`src/rtl/curtain_supervisor_pkg.sv`:
```
package curtain_supervisor_pkg;

    // ************************************************************
    // clock and timing
    // ************************************************************
    localparam longint unsigned CLK_HZ = 64'd50_000_000;
    localparam longint unsigned MS_DIV = 64'd1_000;
    localparam longint unsigned RESET_HOLD_MS = 64'd150_000;   // 2.5 min
    localparam longint unsigned MUTE_WINDOW_MS = 64'd4_000;    // 4 s
    localparam longint unsigned FIELD_SIM_MS = 64'd100;
    localparam longint unsigned LINK_SIM_MS = 64'd100;
    localparam longint unsigned TEST_PULSE_MS = 64'd100;
    localparam longint unsigned STARTUP_MS = 64'd10;
    // every time rounds down to whole cycles by integer division
    localparam longint unsigned RESET_HOLD_CYC = RESET_HOLD_MS * CLK_HZ / MS_DIV;
    localparam longint unsigned MUTE_WINDOW_CYC = MUTE_WINDOW_MS * CLK_HZ / MS_DIV;
    localparam longint unsigned FIELD_SIM_CYC = FIELD_SIM_MS * CLK_HZ / MS_DIV;
    localparam longint unsigned LINK_SIM_CYC = LINK_SIM_MS * CLK_HZ / MS_DIV;
    localparam longint unsigned TEST_PULSE_CYC = TEST_PULSE_MS * CLK_HZ / MS_DIV;
    localparam longint unsigned STARTUP_CYC = STARTUP_MS * CLK_HZ / MS_DIV;
    localparam int TIMER_W = 34;
    localparam logic [TIMER_W-1:0] TIMER_ZERO = 34'h0;
    localparam logic [TIMER_W-1:0] TIMER_ONE = 34'h1;

    // ************************************************************
    // pin bundle layout
    // ************************************************************
    localparam int PIN_W = 14;
    localparam int PIN_READBACK = 0;
    localparam int PIN_OTHER_LINE = 1;
    localparam int PIN_FIELD_SEL_A = 2;
    localparam int PIN_FIELD_SEL_B = 3;
    localparam int PIN_RESET_BTN = 4;
    localparam int PIN_MODE_LO = 5;
    localparam int PIN_MODE_HI = 7;
    localparam int PIN_MODE_POL = 8;
    localparam int PIN_CHAIN_A = 9;
    localparam int PIN_CHAIN_B = 10;
    localparam int PIN_MUTE_A = 11;
    localparam int PIN_MUTE_B = 12;
    localparam int PIN_SPARE = 13;
    localparam int MODE_W = 3;
    localparam logic [PIN_W-1:0] PIN_RESET_VAL = 14'h0000;
    // modes 6 and 7 are not selectable
    localparam logic [7:0] MODE_VALID_MASK = 8'h3F;

    // ************************************************************
    // display characters and codes
    // ************************************************************
    localparam logic [7:0] CLASS_NONE = 8'h20;
    localparam logic [7:0] CLASS_INTERNAL = 8'h46;
    localparam logic [7:0] CLASS_EXTERNAL = 8'h45;
    localparam logic [7:0] CLASS_USAGE = 8'h55;
    localparam logic [7:0] CODE_NONE = 8'h00;
    localparam logic [7:0] CODE_E24 = 8'h18;
    localparam logic [7:0] CODE_E36 = 8'h24;
    localparam logic [7:0] CODE_E39 = 8'h27;
    localparam logic [7:0] CODE_E41 = 8'h29;
    localparam logic [7:0] CODE_E60 = 8'h3C;
    localparam logic [7:0] CODE_E61 = 8'h3D;
    localparam logic [7:0] CODE_E62 = 8'h3E;
    localparam logic [7:0] CODE_E80 = 8'h50;
    localparam logic [7:0] CODE_E81 = 8'h51;
    localparam logic [7:0] CODE_E87 = 8'h57;
    localparam logic [7:0] CODE_E92 = 8'h5C;
    localparam logic [7:0] CODE_E93 = 8'h5D;
    localparam logic [7:0] CODE_E97 = 8'h61;
    localparam logic [7:0] CODE_E98 = 8'h62;
    localparam logic [7:0] CODE_U40 = 8'h28;
    localparam logic [7:0] CODE_U41 = 8'h29;
    localparam logic [7:0] CODE_U43 = 8'h2B;
    localparam logic [7:0] CODE_U51 = 8'h33;

    typedef enum {MUTE_IDLE, MUTE_ONE, MUTE_ACTIVE, MUTE_REFUSED, MUTE_TRIP} mute_state_t;

endpackage

```
`src/rtl/pin_sync_if.sv`:
```
`timescale 1ns/100ps
`default_nettype none
interface pin_sync_if;
    import curtain_supervisor_pkg::*;
    logic [PIN_W-1:0] raw;
    logic [PIN_W-1:0] synced;
    modport sync_side (input raw, output synced);
    modport core_side (output raw, input synced);
endinterface
`default_nettype wire

```
`src/rtl/light_curtain_fault_supervisor.sv`:
```
`timescale 1ns/100ps
`default_nettype none
module light_curtain_fault_supervisor #(
    parameter longint unsigned RESET_HOLD_CYCLES = curtain_supervisor_pkg::RESET_HOLD_CYC,
    parameter longint unsigned MUTE_WINDOW_CYCLES = curtain_supervisor_pkg::MUTE_WINDOW_CYC,
    parameter longint unsigned FIELD_SIM_CYCLES = curtain_supervisor_pkg::FIELD_SIM_CYC,
    parameter longint unsigned LINK_SIM_CYCLES = curtain_supervisor_pkg::LINK_SIM_CYC,
    parameter longint unsigned TEST_PULSE_CYCLES = curtain_supervisor_pkg::TEST_PULSE_CYC,
    parameter longint unsigned STARTUP_CYCLES = curtain_supervisor_pkg::STARTUP_CYC
) (
    input wire logic i_ref_clk,
    input wire logic i_rst,
    input wire logic i_sig8_drive,
    input wire logic i_sig8_readback,
    input wire logic i_other_line,
    input wire logic i_field_sel_a,
    input wire logic i_field_sel_b,
    input wire logic i_reset_btn,
    input wire logic [curtain_supervisor_pkg::MODE_W-1:0] i_mode_sel,
    input wire logic i_mode_polarity,
    input wire logic i_chain_enable,
    input wire logic i_chain_a,
    input wire logic i_chain_b,
    input wire logic i_mute_a,
    input wire logic i_mute_b,
    input wire logic i_field_free,
    input wire logic i_beam_cfg_fault,
    input wire logic i_resp_time_exceeded,
    input wire logic i_teach_active,
    input wire logic i_blank_overlap,
    input wire logic i_chan_copy_a_bad,
    input wire logic i_chan_copy_b_bad,
    input wire logic i_internal_fault,
    input wire logic [7:0] i_internal_code,
    output logic o_safety_switch_output_one,
    output logic o_safety_switch_output_two,
    output logic [7:0] o_disp_class,
    output logic [7:0] o_disp_code,
    output logic o_locked,
    output logic o_muting_active
);
    import curtain_supervisor_pkg::*;

    function automatic logic [TIMER_W-1:0] sat_inc(input logic [TIMER_W-1:0] value, input logic run);
        sat_inc = (!run) ? TIMER_ZERO : ((&value) ? value : value + TIMER_ONE);
    endfunction

    // ************************************************************
    // pin synchronisation
    // ************************************************************
    pin_sync_if pins ();

    assign pins.raw = {1'b0, i_mute_b, i_mute_a, i_chain_b, i_chain_a, i_mode_polarity, i_mode_sel,
                       i_reset_btn, i_field_sel_b, i_field_sel_a, i_other_line, i_sig8_readback};

    pin_sync u_pin_sync (
        .i_ref_clk(i_ref_clk),
        .i_rst(i_rst),
        .pins(pins.sync_side)
    );

    wire logic readback = pins.synced[PIN_READBACK];
    wire logic other_line = pins.synced[PIN_OTHER_LINE];
    wire logic field_a = pins.synced[PIN_FIELD_SEL_A];
    wire logic field_b = pins.synced[PIN_FIELD_SEL_B];
    wire logic reset_btn = pins.synced[PIN_RESET_BTN];
    wire logic [MODE_W-1:0] mode_now = pins.synced[PIN_MODE_HI:PIN_MODE_LO];
    wire logic mode_pol = pins.synced[PIN_MODE_POL];
    wire logic chain_a = pins.synced[PIN_CHAIN_A];
    wire logic chain_b = pins.synced[PIN_CHAIN_B];
    wire logic mute_a = pins.synced[PIN_MUTE_A];
    wire logic mute_b = pins.synced[PIN_MUTE_B];

    // ************************************************************
    // signal line read-back
    // ************************************************************
    // drive is delayed to match the read-back synchroniser latency
    logic [1:0] drive_dly;
    logic readback_prev;
    logic other_prev;
    logic e24;
    wire logic drive_match = drive_dly[1];
    wire logic mismatch8 = drive_match != readback;
    wire logic coupled8 = (readback != readback_prev) && (other_line != other_prev)
                          && (drive_dly[1] == drive_dly[0]);

    always_ff @(posedge i_ref_clk) begin
        if (i_rst) begin
            drive_dly <= 2'h0;
            readback_prev <= 1'b0;
            other_prev <= 1'b0;
            e24 <= 1'b0;
        end else begin
            drive_dly <= {drive_dly[0], i_sig8_drive};
            readback_prev <= readback;
            other_prev <= other_line;
            e24 <= mismatch8 || coupled8;
        end
    end

    // ************************************************************
    // timers
    // ************************************************************
    logic [TIMER_W-1:0] field_timer;
    logic [TIMER_W-1:0] reset_timer;
    logic [TIMER_W-1:0] link_timer;
    logic [TIMER_W-1:0] pulse_timer;
    logic [TIMER_W-1:0] mute_timer;
    logic [TIMER_W-1:0] startup_timer;
    wire logic field_differ = field_a != field_b;
    wire logic link_differ = i_chain_enable && (chain_a != chain_b);
    // a test pulse is any low dip; both channels high means no pulse seen
    wire logic link_high = i_chain_enable && chain_a && chain_b;
    wire logic e36 = field_timer >= TIMER_W'(FIELD_SIM_CYCLES);
    wire logic e39 = reset_timer >= TIMER_W'(RESET_HOLD_CYCLES);
    wire logic e97 = link_timer >= TIMER_W'(LINK_SIM_CYCLES);
    wire logic e98 = pulse_timer >= TIMER_W'(TEST_PULSE_CYCLES);
    wire logic mute_late = mute_timer >= TIMER_W'(MUTE_WINDOW_CYCLES);
    wire logic in_startup = startup_timer < TIMER_W'(STARTUP_CYCLES);

    always_ff @(posedge i_ref_clk) begin
        if (i_rst) begin
            field_timer <= TIMER_ZERO;
            reset_timer <= TIMER_ZERO;
            link_timer <= TIMER_ZERO;
            pulse_timer <= TIMER_ZERO;
            startup_timer <= TIMER_ZERO;
        end else begin
            field_timer <= sat_inc(field_timer, field_differ);
            reset_timer <= sat_inc(reset_timer, reset_btn);
            link_timer <= sat_inc(link_timer, link_differ);
            pulse_timer <= sat_inc(pulse_timer, link_high);
            startup_timer <= sat_inc(startup_timer, 1'b1);
        end
    end

    // ************************************************************
    // operating mode and locking
    // ************************************************************
    logic [MODE_W-1:0] mode_held;
    logic pol_held;
    logic startup_done;
    logic locked;
    logic [7:0] lock_code;
    wire logic mode_bad = !MODE_VALID_MASK[mode_now];
    wire logic startup_end = in_startup == 1'b0 && !startup_done;
    wire logic pol_changed = startup_done && (mode_pol != pol_held);
    wire logic mode_changed = startup_done && (mode_now != mode_held);
    // polarity reversal also changes the mode lines, so it is checked first
    wire logic [7:0] next_lock_code = pol_changed ? CODE_E41 :
                                      mode_changed ? CODE_E87 :
                                      (startup_end && reset_btn) ? CODE_E80 :
                                      (startup_end && mode_bad) ? CODE_E81 : CODE_NONE;
    wire logic lock_event = next_lock_code != CODE_NONE;

    // a lock only ends with the synchronous restart
    always_ff @(posedge i_ref_clk) begin
        if (i_rst) begin
            mode_held <= '0;
            pol_held <= 1'b0;
            startup_done <= 1'b0;
            locked <= 1'b0;
            lock_code <= CODE_NONE;
        end else begin
            if (startup_end) begin
                mode_held <= mode_now;
                pol_held <= mode_pol;
                startup_done <= 1'b1;
            end
            if (lock_event && !locked) begin
                locked <= 1'b1;
                lock_code <= next_lock_code;
            end
        end
    end

    // ************************************************************
    // muting supervision
    // ************************************************************
    mute_state_t mute_state;
    mute_state_t next_mute_state;
    logic [7:0] usage_code;
    logic [7:0] next_usage_code;
    logic mute_a_prev;
    logic mute_b_prev;
    wire logic mute_both = mute_a && mute_b;
    wire logic mute_none = !mute_a && !mute_b;
    wire logic both_rose = mute_both && !mute_a_prev && !mute_b_prev;
    wire logic mute_ended = !mute_both;

    always_comb begin
        next_mute_state = mute_state;
        next_usage_code = usage_code;
        unique case (mute_state)
            MUTE_IDLE: begin
                if (both_rose) begin
                    next_mute_state = MUTE_REFUSED;
                    next_usage_code = CODE_U40;
                end else if (!mute_none) begin
                    next_mute_state = MUTE_ONE;
                end
            end
            MUTE_ONE: begin
                if (!i_field_free) begin
                    next_mute_state = MUTE_TRIP;
                    next_usage_code = CODE_U51;
                end else if (mute_both) begin
                    next_mute_state = MUTE_ACTIVE;
                end else if (mute_late) begin
                    next_mute_state = MUTE_REFUSED;
                    next_usage_code = CODE_U41;
                end else if (mute_none) begin
                    next_mute_state = MUTE_IDLE;
                end
            end
            MUTE_ACTIVE: begin
                if (mute_ended && !i_field_free) begin
                    next_mute_state = MUTE_TRIP;
                    next_usage_code = CODE_U43;
                end else if (mute_ended) begin
                    next_mute_state = MUTE_IDLE;
                end
            end
            MUTE_REFUSED: begin
                // outputs follow the field alone until both inputs drop
                if (mute_none) begin
                    next_mute_state = MUTE_IDLE;
                    next_usage_code = CODE_NONE;
                end
            end
            MUTE_TRIP: begin
                if (mute_none && i_field_free) begin
                    next_mute_state = MUTE_IDLE;
                    next_usage_code = CODE_NONE;
                end
            end
        endcase
    end

    always_ff @(posedge i_ref_clk) begin
        if (i_rst) begin
            mute_state <= MUTE_IDLE;
            usage_code <= CODE_NONE;
            mute_a_prev <= 1'b0;
            mute_b_prev <= 1'b0;
            mute_timer <= TIMER_ZERO;
        end else begin
            mute_state <= next_mute_state;
            usage_code <= next_usage_code;
            mute_a_prev <= mute_a;
            mute_b_prev <= mute_b;
            mute_timer <= sat_inc(mute_timer, mute_state == MUTE_ONE);
        end
    end

    // ************************************************************
    // fault collection and display
    // ************************************************************
    wire logic e60 = i_beam_cfg_fault;
    wire logic e61 = i_resp_time_exceeded;
    wire logic e62 = i_teach_active && i_blank_overlap;
    wire logic e92 = i_chan_copy_a_bad;
    wire logic e93 = i_chan_copy_b_bad;
    wire logic ext_fault = locked || e24 || e36 || e39 || e60 || e61 || e62 || e92 || e93 || e97 || e98;
    wire logic [7:0] ext_code = locked ? lock_code :
                                e24 ? CODE_E24 :
                                e36 ? CODE_E36 :
                                e39 ? CODE_E39 :
                                e60 ? CODE_E60 :
                                e61 ? CODE_E61 :
                                e62 ? CODE_E62 :
                                e92 ? CODE_E92 :
                                e93 ? CODE_E93 :
                                e97 ? CODE_E97 :
                                e98 ? CODE_E98 : CODE_NONE;
    wire logic usage_shown = usage_code != CODE_NONE;
    wire logic [7:0] next_class = i_internal_fault ? CLASS_INTERNAL :
                                  ext_fault ? CLASS_EXTERNAL :
                                  usage_shown ? CLASS_USAGE : CLASS_NONE;
    wire logic [7:0] next_code = i_internal_fault ? i_internal_code :
                                 ext_fault ? ext_code : usage_code;
    wire logic muted = mute_state == MUTE_ACTIVE;
    // field may be violated only while muted; trips keep outputs off
    wire logic next_outputs_on = !i_internal_fault && !ext_fault
                                 && mute_state != MUTE_TRIP
                                 && (i_field_free || muted);

    always_ff @(posedge i_ref_clk) begin
        if (i_rst) begin
            o_safety_switch_output_one <= 1'b0;
            o_safety_switch_output_two <= 1'b0;
            o_disp_class <= CLASS_NONE;
            o_disp_code <= CODE_NONE;
            o_locked <= 1'b0;
            o_muting_active <= 1'b0;
        end else begin
            o_safety_switch_output_one <= next_outputs_on;
            o_safety_switch_output_two <= next_outputs_on;
            o_disp_class <= next_class;
            o_disp_code <= next_code;
            o_locked <= locked;
            o_muting_active <= muted;
        end
    end
endmodule
`default_nettype wire

```
`src/rtl/pin_sync.sv`:
```
`timescale 1ns/100ps
`default_nettype none
module pin_sync (
    input wire logic i_ref_clk,
    input wire logic i_rst,
    pin_sync_if.sync_side pins
);
    import curtain_supervisor_pkg::*;

    logic [PIN_W-1:0] stage_one;
    logic [PIN_W-1:0] stage_two;

    // first stage feeds only the second
    always_ff @(posedge i_ref_clk) begin
        if (i_rst) begin
            stage_one <= PIN_RESET_VAL;
            stage_two <= PIN_RESET_VAL;
        end else begin
            stage_one <= pins.raw;
            stage_two <= stage_one;
        end
    end

    assign pins.synced = stage_two;
endmodule
`default_nettype wire

```
`config.mk`:
```
export PLATFORM = sky130hd
export DESIGN_NAME = light_curtain_fault_supervisor
export DESIGN_NICKNAME = d
export VERILOG_FILES = /design/src/rtl/curtain_supervisor_pkg.sv /design/src/rtl/pin_sync_if.sv /design/src/rtl/light_curtain_fault_supervisor.sv /design/src/rtl/pin_sync.sv
export SDC_FILE = /design/constraint.sdc
export NUM_CORES = 1
export LEC_CHECK = 0
export BUFFER_PORTS_ARGS = -buffer_cell sky130_fd_sc_hd__buf_4
export CAP_MARGIN = 20
export CORE_UTILIZATION = 35
export CTS_CLUSTER_SIZE = 20
export DETAILED_ROUTE_END_ITERATION = 10
export SETUP_SLACK_MARGIN = 0.02
export SYNTH_ARGS = -nofsm -noshare
export SYNTH_HDL_FRONTEND = slang
export SYNTH_SLANG_ARGS = --single-unit
```
`constraint.sdc`:
```
create_clock -name i_ref_clk -period 3.1 [get_ports i_ref_clk]
set_clock_uncertainty 0.1 [all_clocks]
set_input_delay 0.31 -clock i_ref_clk [delete_from_list [all_inputs] [get_ports i_ref_clk]]
set_output_delay 0.31 -clock i_ref_clk [all_outputs]
set_load 0.02 [all_outputs]
```
=== Yosys cells after proc, flatten, opt, wreduce, memory -nomap -nowiden ===
Memory sizes are Yosys's and may differ from the RTL's. A register that Yosys moved wholly into a read port is not among the register bits.
Index checks and enable logic that the tools add are counted.

* Input port bits: 33
* Output and inout bits: 20
* Bits in read-only memories: 8
* Register bits after elaboration: 310
* Word-level logic and storage cells: 173
* Memories kept: 1

* Reductions and logical operators: 62
* Eq/ne operators: 23
* Muxes and demuxes: 40
* $add $sub $neg: 6
* Bitwise operators: 6
* Order comparisons: 7

{| class="wikitable"
|+ Memory list
! name !! words !! width !! rd ports !! clocked after memory_dff !! wr ports !! line !! source
|-
| (name not given) || 8 || 1 || 1 || 1 || 0 || light_curtain_fault_supervisor.sv:145 || <nowiki>wire logic mode_bad = !MODE_VALID_MASK[mode_now];</nowiki>
|}

{| class="wikitable"
|+ Operators by type and width
! operator !! count
|-
| 32-bit 2-to-1 mux || 9
|-
| 34-bit by 1-bit adder with 34-bit output, second input constant || 6
|-
| 34-bit AND reduction || 6
|-
| 32-bit case mux with 5 select lines || 1
|-
| 7-bit 2-to-1 mux || 17
|-
| 34-bit by 23-bit greater-or-equal comparator with 1-bit output, second input constant || 3
|-
| 32-bit by 2-bit == test with 1-bit output, second input constant || 3
|-
| 8-bit 2-to-1 mux || 10
|-
| 32-bit by 3-bit == test with 1-bit output, second input constant || 2
|-
| 8-bit case mux with 5 select lines || 1
|-
| 34-bit by 28-bit greater-or-equal comparator with 1-bit output, second input constant || 1
|-
| 34-bit by 33-bit greater-or-equal comparator with 1-bit output, second input constant || 1
|-
| 34-bit by 19-bit less-than comparator with 1-bit output, second input constant || 1
|-
| 32-bit by 1-bit == test with 1-bit output, second input constant || 1
|-
| 32-bit zero test || 1
|-
| 32-bit by 4-bit inequality test with 1-bit output, second input constant || 1
|-
| 1-bit logical AND || 21
|-
| 8-bit nonzero test || 2
|-
| 1-bit logical OR || 12
|-
| 3-bit inequality test, second input constant || 4
|-
| 2-bit OR reduction || 6
|-
| 1-bit zero test || 11
|-
| 2-bit inequality test, second input constant || 4
|-
| 1-bit inequality test || 6
|-
| 9 further kinds || 14
|}

=== Depth between registers and ports, before layout ===
* Word-level depth: 14
* Mapped depth: 9
* Gate-level depth less buffers: 8

=== Modules after synthesis ===
From an unflattened synthesis, not the netlist that was laid out.

* Cell total of the unflattened synthesis: 1625
* Area total of the unflattened synthesis: 13990.9 sq um

{| class="wikitable"
|+ By module, submodules not included
! module !! seq. area each (sq um) !! area each (sq um) !! cells each !! times used
|-
| light_curtain_fault_supervisor || 5485.3 || 13212.7 || 1567 || 1
|-
| pin_sync || 560.5 || 778.2 || 58 || 1
|}

=== Least setup slack after synthesis ===
Ideal clock, no wire load.

* Kind: register to register
* From: register reset_timer[9]
* To: register o_disp_code[2]
* Period minus slack after synthesis: 2.257 ns
* Required time: 2.883 ns
* Cell stages (with the launch flop): 8
* Path slack: 0.843 ns
* Library setup time: 0.117 ns
* Path buffers: 0
* Arrival time: 2.040 ns
* Cells stage by stage: dfxtp_1 > a21o_1 > a21o_1 > a2111o_1 > a31o_4 > nand2b_1 > o32a_1 > a32o_1

* Word-level cells in the longest chain between the ends: 11
* Elaborated cells on any way between the ends: 15
* Classes of those cells: 1 x order compare; 6 x mux; 8 x reduce/logical

{| class="wikitable"
|+ Ends and longest elaborated chain
! what !! line !! source
|-
| start, declared || light_curtain_fault_supervisor.sv:105 || <nowiki>logic [TIMER_W-1:0] reset_timer;</nowiki>
|-
| start signal, assigned || light_curtain_fault_supervisor.sv:130 || <nowiki>reset_timer <= sat_inc(reset_timer, reset_btn);</nowiki>
|-
| 34-bit by 33-bit greater-or-equal comparator with 1-bit output (*) || light_curtain_fault_supervisor.sv:115 || <nowiki>wire logic e39 = reset_timer >= TIMER_W'(RESET_HOLD_CYCLES);</nowiki>
|-
| 1-bit logical OR (8 in series) || light_curtain_fault_supervisor.sv:264 || <nowiki>wire logic ext_fault = locked || e24 || e36 || e39 || e60 || e61 || e62 || e92 || e93 || e97 || e98;</nowiki>
|-
| 8-bit 2-to-1 mux (*) || light_curtain_fault_supervisor.sv:281 || <nowiki>ext_fault ? ext_code : usage_code;</nowiki>
|-
| 8-bit 2-to-1 mux (*) || light_curtain_fault_supervisor.sv:280 || <nowiki>wire logic [7:0] next_code = i_internal_fault ? i_internal_code :</nowiki>
|-
| end signal, assigned || light_curtain_fault_supervisor.sv:300 || <nowiki>o_disp_code <= next_code;</nowiki>
|-
| end, declared || light_curtain_fault_supervisor.sv:38 || <nowiki>output logic [7:0] o_disp_code,</nowiki>
|}

Mark *: on every way between the ends. The rest lies on a longest branch, timed or not.
A chain may end at the register's enable or synchronous reset.

=== Final worst setup path ===
* From: register link_timer[33]
* To: register o_disp_code[1]

* Word-level cells in the longest chain between the ends: 13
* Elaborated cells on any way between the ends: 15
* Classes of those cells: 1 x order compare; 12 x mux; 2 x reduce/logical

{| class="wikitable"
|+ Ends and longest elaborated chain
! what !! line !! source
|-
| start, declared || light_curtain_fault_supervisor.sv:106 || <nowiki>logic [TIMER_W-1:0] link_timer;</nowiki>
|-
| start signal, assigned || light_curtain_fault_supervisor.sv:131 || <nowiki>link_timer <= sat_inc(link_timer, link_differ);</nowiki>
|-
| 34-bit by 23-bit greater-or-equal comparator with 1-bit output (*) || light_curtain_fault_supervisor.sv:116 || <nowiki>wire logic e97 = link_timer >= TIMER_W'(LINK_SIM_CYCLES);</nowiki>
|-
| 7-bit 2-to-1 mux || light_curtain_fault_supervisor.sv:274 || <nowiki>e97 ? CODE_E97 :</nowiki>
|-
| 7-bit 2-to-1 mux || light_curtain_fault_supervisor.sv:273 || <nowiki>e93 ? CODE_E93 :</nowiki>
|-
| 7-bit 2-to-1 mux || light_curtain_fault_supervisor.sv:272 || <nowiki>e92 ? CODE_E92 :</nowiki>
|-
| 7-bit 2-to-1 mux || light_curtain_fault_supervisor.sv:271 || <nowiki>e62 ? CODE_E62 :</nowiki>
|-
| 7-bit 2-to-1 mux || light_curtain_fault_supervisor.sv:270 || <nowiki>e61 ? CODE_E61 :</nowiki>
|-
| 7-bit 2-to-1 mux || light_curtain_fault_supervisor.sv:269 || <nowiki>e60 ? CODE_E60 :</nowiki>
|-
| 7-bit 2-to-1 mux || light_curtain_fault_supervisor.sv:268 || <nowiki>e39 ? CODE_E39 :</nowiki>
|-
| 7-bit 2-to-1 mux || light_curtain_fault_supervisor.sv:267 || <nowiki>e36 ? CODE_E36 :</nowiki>
|-
| 7-bit 2-to-1 mux || light_curtain_fault_supervisor.sv:266 || <nowiki>e24 ? CODE_E24 :</nowiki>
|-
| 8-bit 2-to-1 mux || light_curtain_fault_supervisor.sv:265 || <nowiki>wire logic [7:0] ext_code = locked ? lock_code :</nowiki>
|-
| 8-bit 2-to-1 mux (*) || light_curtain_fault_supervisor.sv:281 ||
|-
| 8-bit 2-to-1 mux (*) || light_curtain_fault_supervisor.sv:280 ||
|}

Marked as above.

==> impl_results.md <==
* Max-slew headroom at 53.38%
* Syn Inst Count at 1515
* Layout cells sized above 1 at 8.619%
* CP max-delay cell: or4b_1
* Die Height at 196.0 µm
* Post-cts hold buffer count at 18
* Wire per inst at 13.41 µm
* Crit path required time at 3.42 ns
* Setup crit start kind: flip-flop
* Int Power at 0.006656 W
* Final Hold Viols at 0
* P_leak at 5.412 nW
* Slew @ Worst Pin at 0.6993 ns
* Setup bufs post-CTS at 0
* Worst IR drop on VDD at 0.0002964 V
* Die area at 38400 µm²
* Max clock buf depth at 3
* Std cell rows at 70
* Share of power burned in registers at 47.0%
* Routability cong. at 0.8118
* Post-DP Area at 14130 µm²
* CP startpoint: link_timer[33]
* HP Class: in -> reg
* RR Endpoint: o_disp_code[1]
* Type of the worst setup path: reg -> reg
* WL final at 28220 µm
* Setup_tns at 0 ns
* YS warnings at 0
* Psw at 0.001770 W
* Vias at 10570
* Via density at 5.024
* Async SR Flop Fraction at 0%
* Crit end category: flip-flop
* Finished Cell Area at 15510 µm²
* TritonRoute pass-1 iters at 5
* Power per cell area at 543.4 nW/µm²
* Worst-path maximum fanout at 9
* Nets@finish at 1656
* Max Fclk at 394.9 MHz
* Avg Cell Area, Syn at 8.692 µm²
* CTS tree: yes
* Core area at 36790 µm²
* Initial core utilization at 35.80%
* Initial antenna violation count at 0
* Ys flop type: dfxtp_1
* DRC at 0
* Clock Tree Root: clkbuf_16
* Port bufs at 50
* CP top delay family: simple AND/OR/NAND/NOR gates
* RSZ-0062 raised after global routing: no
* Vias in the first global route at 9941
* R2r worst-path depth at 7
* Mapped cell area at 13170 µm²
* Critical path depth at 7
* Register area at 6026 µm²
* Largest net degree at the start of global routing at 54
* I/O pin count at 53
* Power share of the combinational group at 2.7%
* Flop2flop setup slack at 0.57 ns
* Worst setup path endpoint: o_disp_code[1]
* DRT iter0 DRCs at 545
* Antenna viol nets, final at 0
* Resized Gates After CTS at 0
* Final period utilization at 81.69%
* Critical path's largest stage delay at 0.53 ns
* Buf/Inv on CP at 0
* Max-slew violations at 0
* Max_cap viols at 0
* Clock Latency Late Sink at 0.52 ns
* DPL Wire Length at 19270 µm
* Layout area overhead at 17.75%
* Synth cell types at 74
* Area occupied by multi-input gates at 6873 µm²
* Power share of the clock group at 50.4%
* CP Cell Sequence: nor4_1 > and4_1 > o211ai_1 > nor3_1 > nand4b_4 > or4b_1 > o221ai_1
* Filler Cell Count at 3644
* Clock-pin slew on the worst setup and hold paths at 0.06 ns
* CTS buffer count at 35
* H-tree levels at 2
* Post-synth EDFFs at 0
* Grt total ovfl at 0
* Crit path time final at 2.532 ns
* # setup viols final at 0
* Die X at 196.0 µm
* CTS Sinks at 301
* Switching Share at 21.01%
* R2r startpoint: link_timer[33]
* Register area share after synthesis at 45.76%
* First-pass GRT wire length at 47880 µm
* Post-synthesis register bit count at 301
* Fin Hold WS at 0.006929 ns
* Data arrival time of the critical path at 2.85 ns
* Outcome: completed
* Overall Global Routing Usage at 14.86%
* Diode count at 0
[layout by cell type, fill, tap and decap left out, drive strengths merged, types with 30 or more instances in the layout]
cell type  count
nor3          52
buf           65
nor4          41
xnor2         72
dfxtp        301
clkbuf        44
xor2         104
a21oi         41
and4          30
conb          31
nand4         65
and3          40
nand2        112
inv           44
nor2b         39
nor2         244
nand3         75
o21ai         33
[registers in the layout, indices dropped and copies added, names as in the netlist, 2 cells and up, named ones only]
name,flops
field_timer,34
link_timer,34
mute_timer,34
pulse_timer,34
reset_timer,34
startup_timer,34
mute_state,32
u_pin_sync.pins.synced,13
u_pin_sync.stage_one,13
o_disp_code,8
o_disp_class,5
usage_code,5
lock_code,4
mode_held,3
drive_dly,2
[cells by family after synthesis]
group | share of synthesized area [%]
muxes | 0.9122
adders and majority gates | 1.045
xor gates and xnor gates | 11.71
buffers and inverters | 2.907
DFF | 45.76
other | 0.02848
and+or+nand+nor | 29.77
AOI/OAI and AO/OA | 7.877
[cell type report]
type / count / area share, %
inverters: 43 / 1.041
well taps: 468 / 3.776
flip-flops and latches: 301 / 38.86
repair buffers: 83 / 4.309
multi-input cells: 1148 / 44.32
clock inverters: 17 / 1.436
clock buffers: 44 / 6.254
[worst reg2reg max path, delay by kind of cell, from the launching register on]
family	cells	cell delay, ns
flops	1	0.34
simple gates	5	1.75
compound gates	2	0.25
[how the worst min path moves through the flow]
| stage | startpoint | end | slack [ns] | depth (start not counted) |
|---|---|---|---|---|
| 2_1_floorplan | u_pin_sync.stage_one[6] | flip-flop | 0.25 | 1 |
| 3_3_place_gp | u_pin_sync.stage_one[6] | flip-flop | 0.27 | 1 |
| 3_5_place_dp | u_pin_sync.stage_one[6] | flip-flop | 0.27 | 1 |
| 4_1_cts | i_internal_code[3] | o_disp_code[3] | 0.001 | 2 |
| 5_1_grt | i_internal_code[3] | o_disp_code[3] | 0.006 | 2 |
| 6_report | i_internal_code[3] | o_disp_code[3] | 0.007 | 2 |
[power by group through the flow]
stage          logic [W]  clock network, W  registers, W
2_1_floorplan   0.000113                 0       0.00404
3_3_place_gp    0.000203                 0       0.00404
3_5_place_dp    0.000205                 0       0.00404
4_1_cts         0.000225           0.00436       0.00396
5_1_grt         0.000246           0.00454       0.00396
6_report        0.000224           0.00425       0.00396
[cells in the mapped netlist (30+ instances only)]
library cell | count | share of area [%]
and3_1 | 40 | 1.9
nor2_1 | 244 | 7.0
nor2b_1 | 39 | 1.9
xor2_1 | 104 | 6.9
dfxtp_1 | 301 | 46
nand4_1 | 63 | 3.0
nand3_1 | 74 | 2.8
nor3_1 | 51 | 1.9
a21oi_1 | 41 | 1.6
and4_1 | 30 | 2.0
nand2_1 | 112 | 3.2
nor4_1 | 38 | 1.8
o21ai_0 | 33 | 1.3
clkbuf_1 | 41 | 1.2
inv_1 | 43 | 1.2
xnor2_1 | 72 | 4.8
[per-stage QoR]
stage / util (%) / setup slack (ns) / cells / power (W)
floorplan: - / 0.8428 / 1545 / 0.004155
global placement: 38.42 / 0.7046 / 2025 / 0.004243
detailed placement: 38.42 / 0.6013 / 2025 / 0.004247
CTS: 42.15 / 0.5664 / 2104 / 0.008540
global route: 42.15 / 0.3162 / 2104 / 0.008749
finish: 42.15 / 0.5677 / 2104 / 0.008426
[routing by layer]
layer	vias to the layer above	share of wire (%)	track usage, %
li1	5442	-	-
met1	4902	50	20.52
met2	174	43	23.04
met3	53	4.1	2.940
met4	0	2.5	5.064
met5	-	0	0
Note: power is estimated with default switching activity, not from simulation.
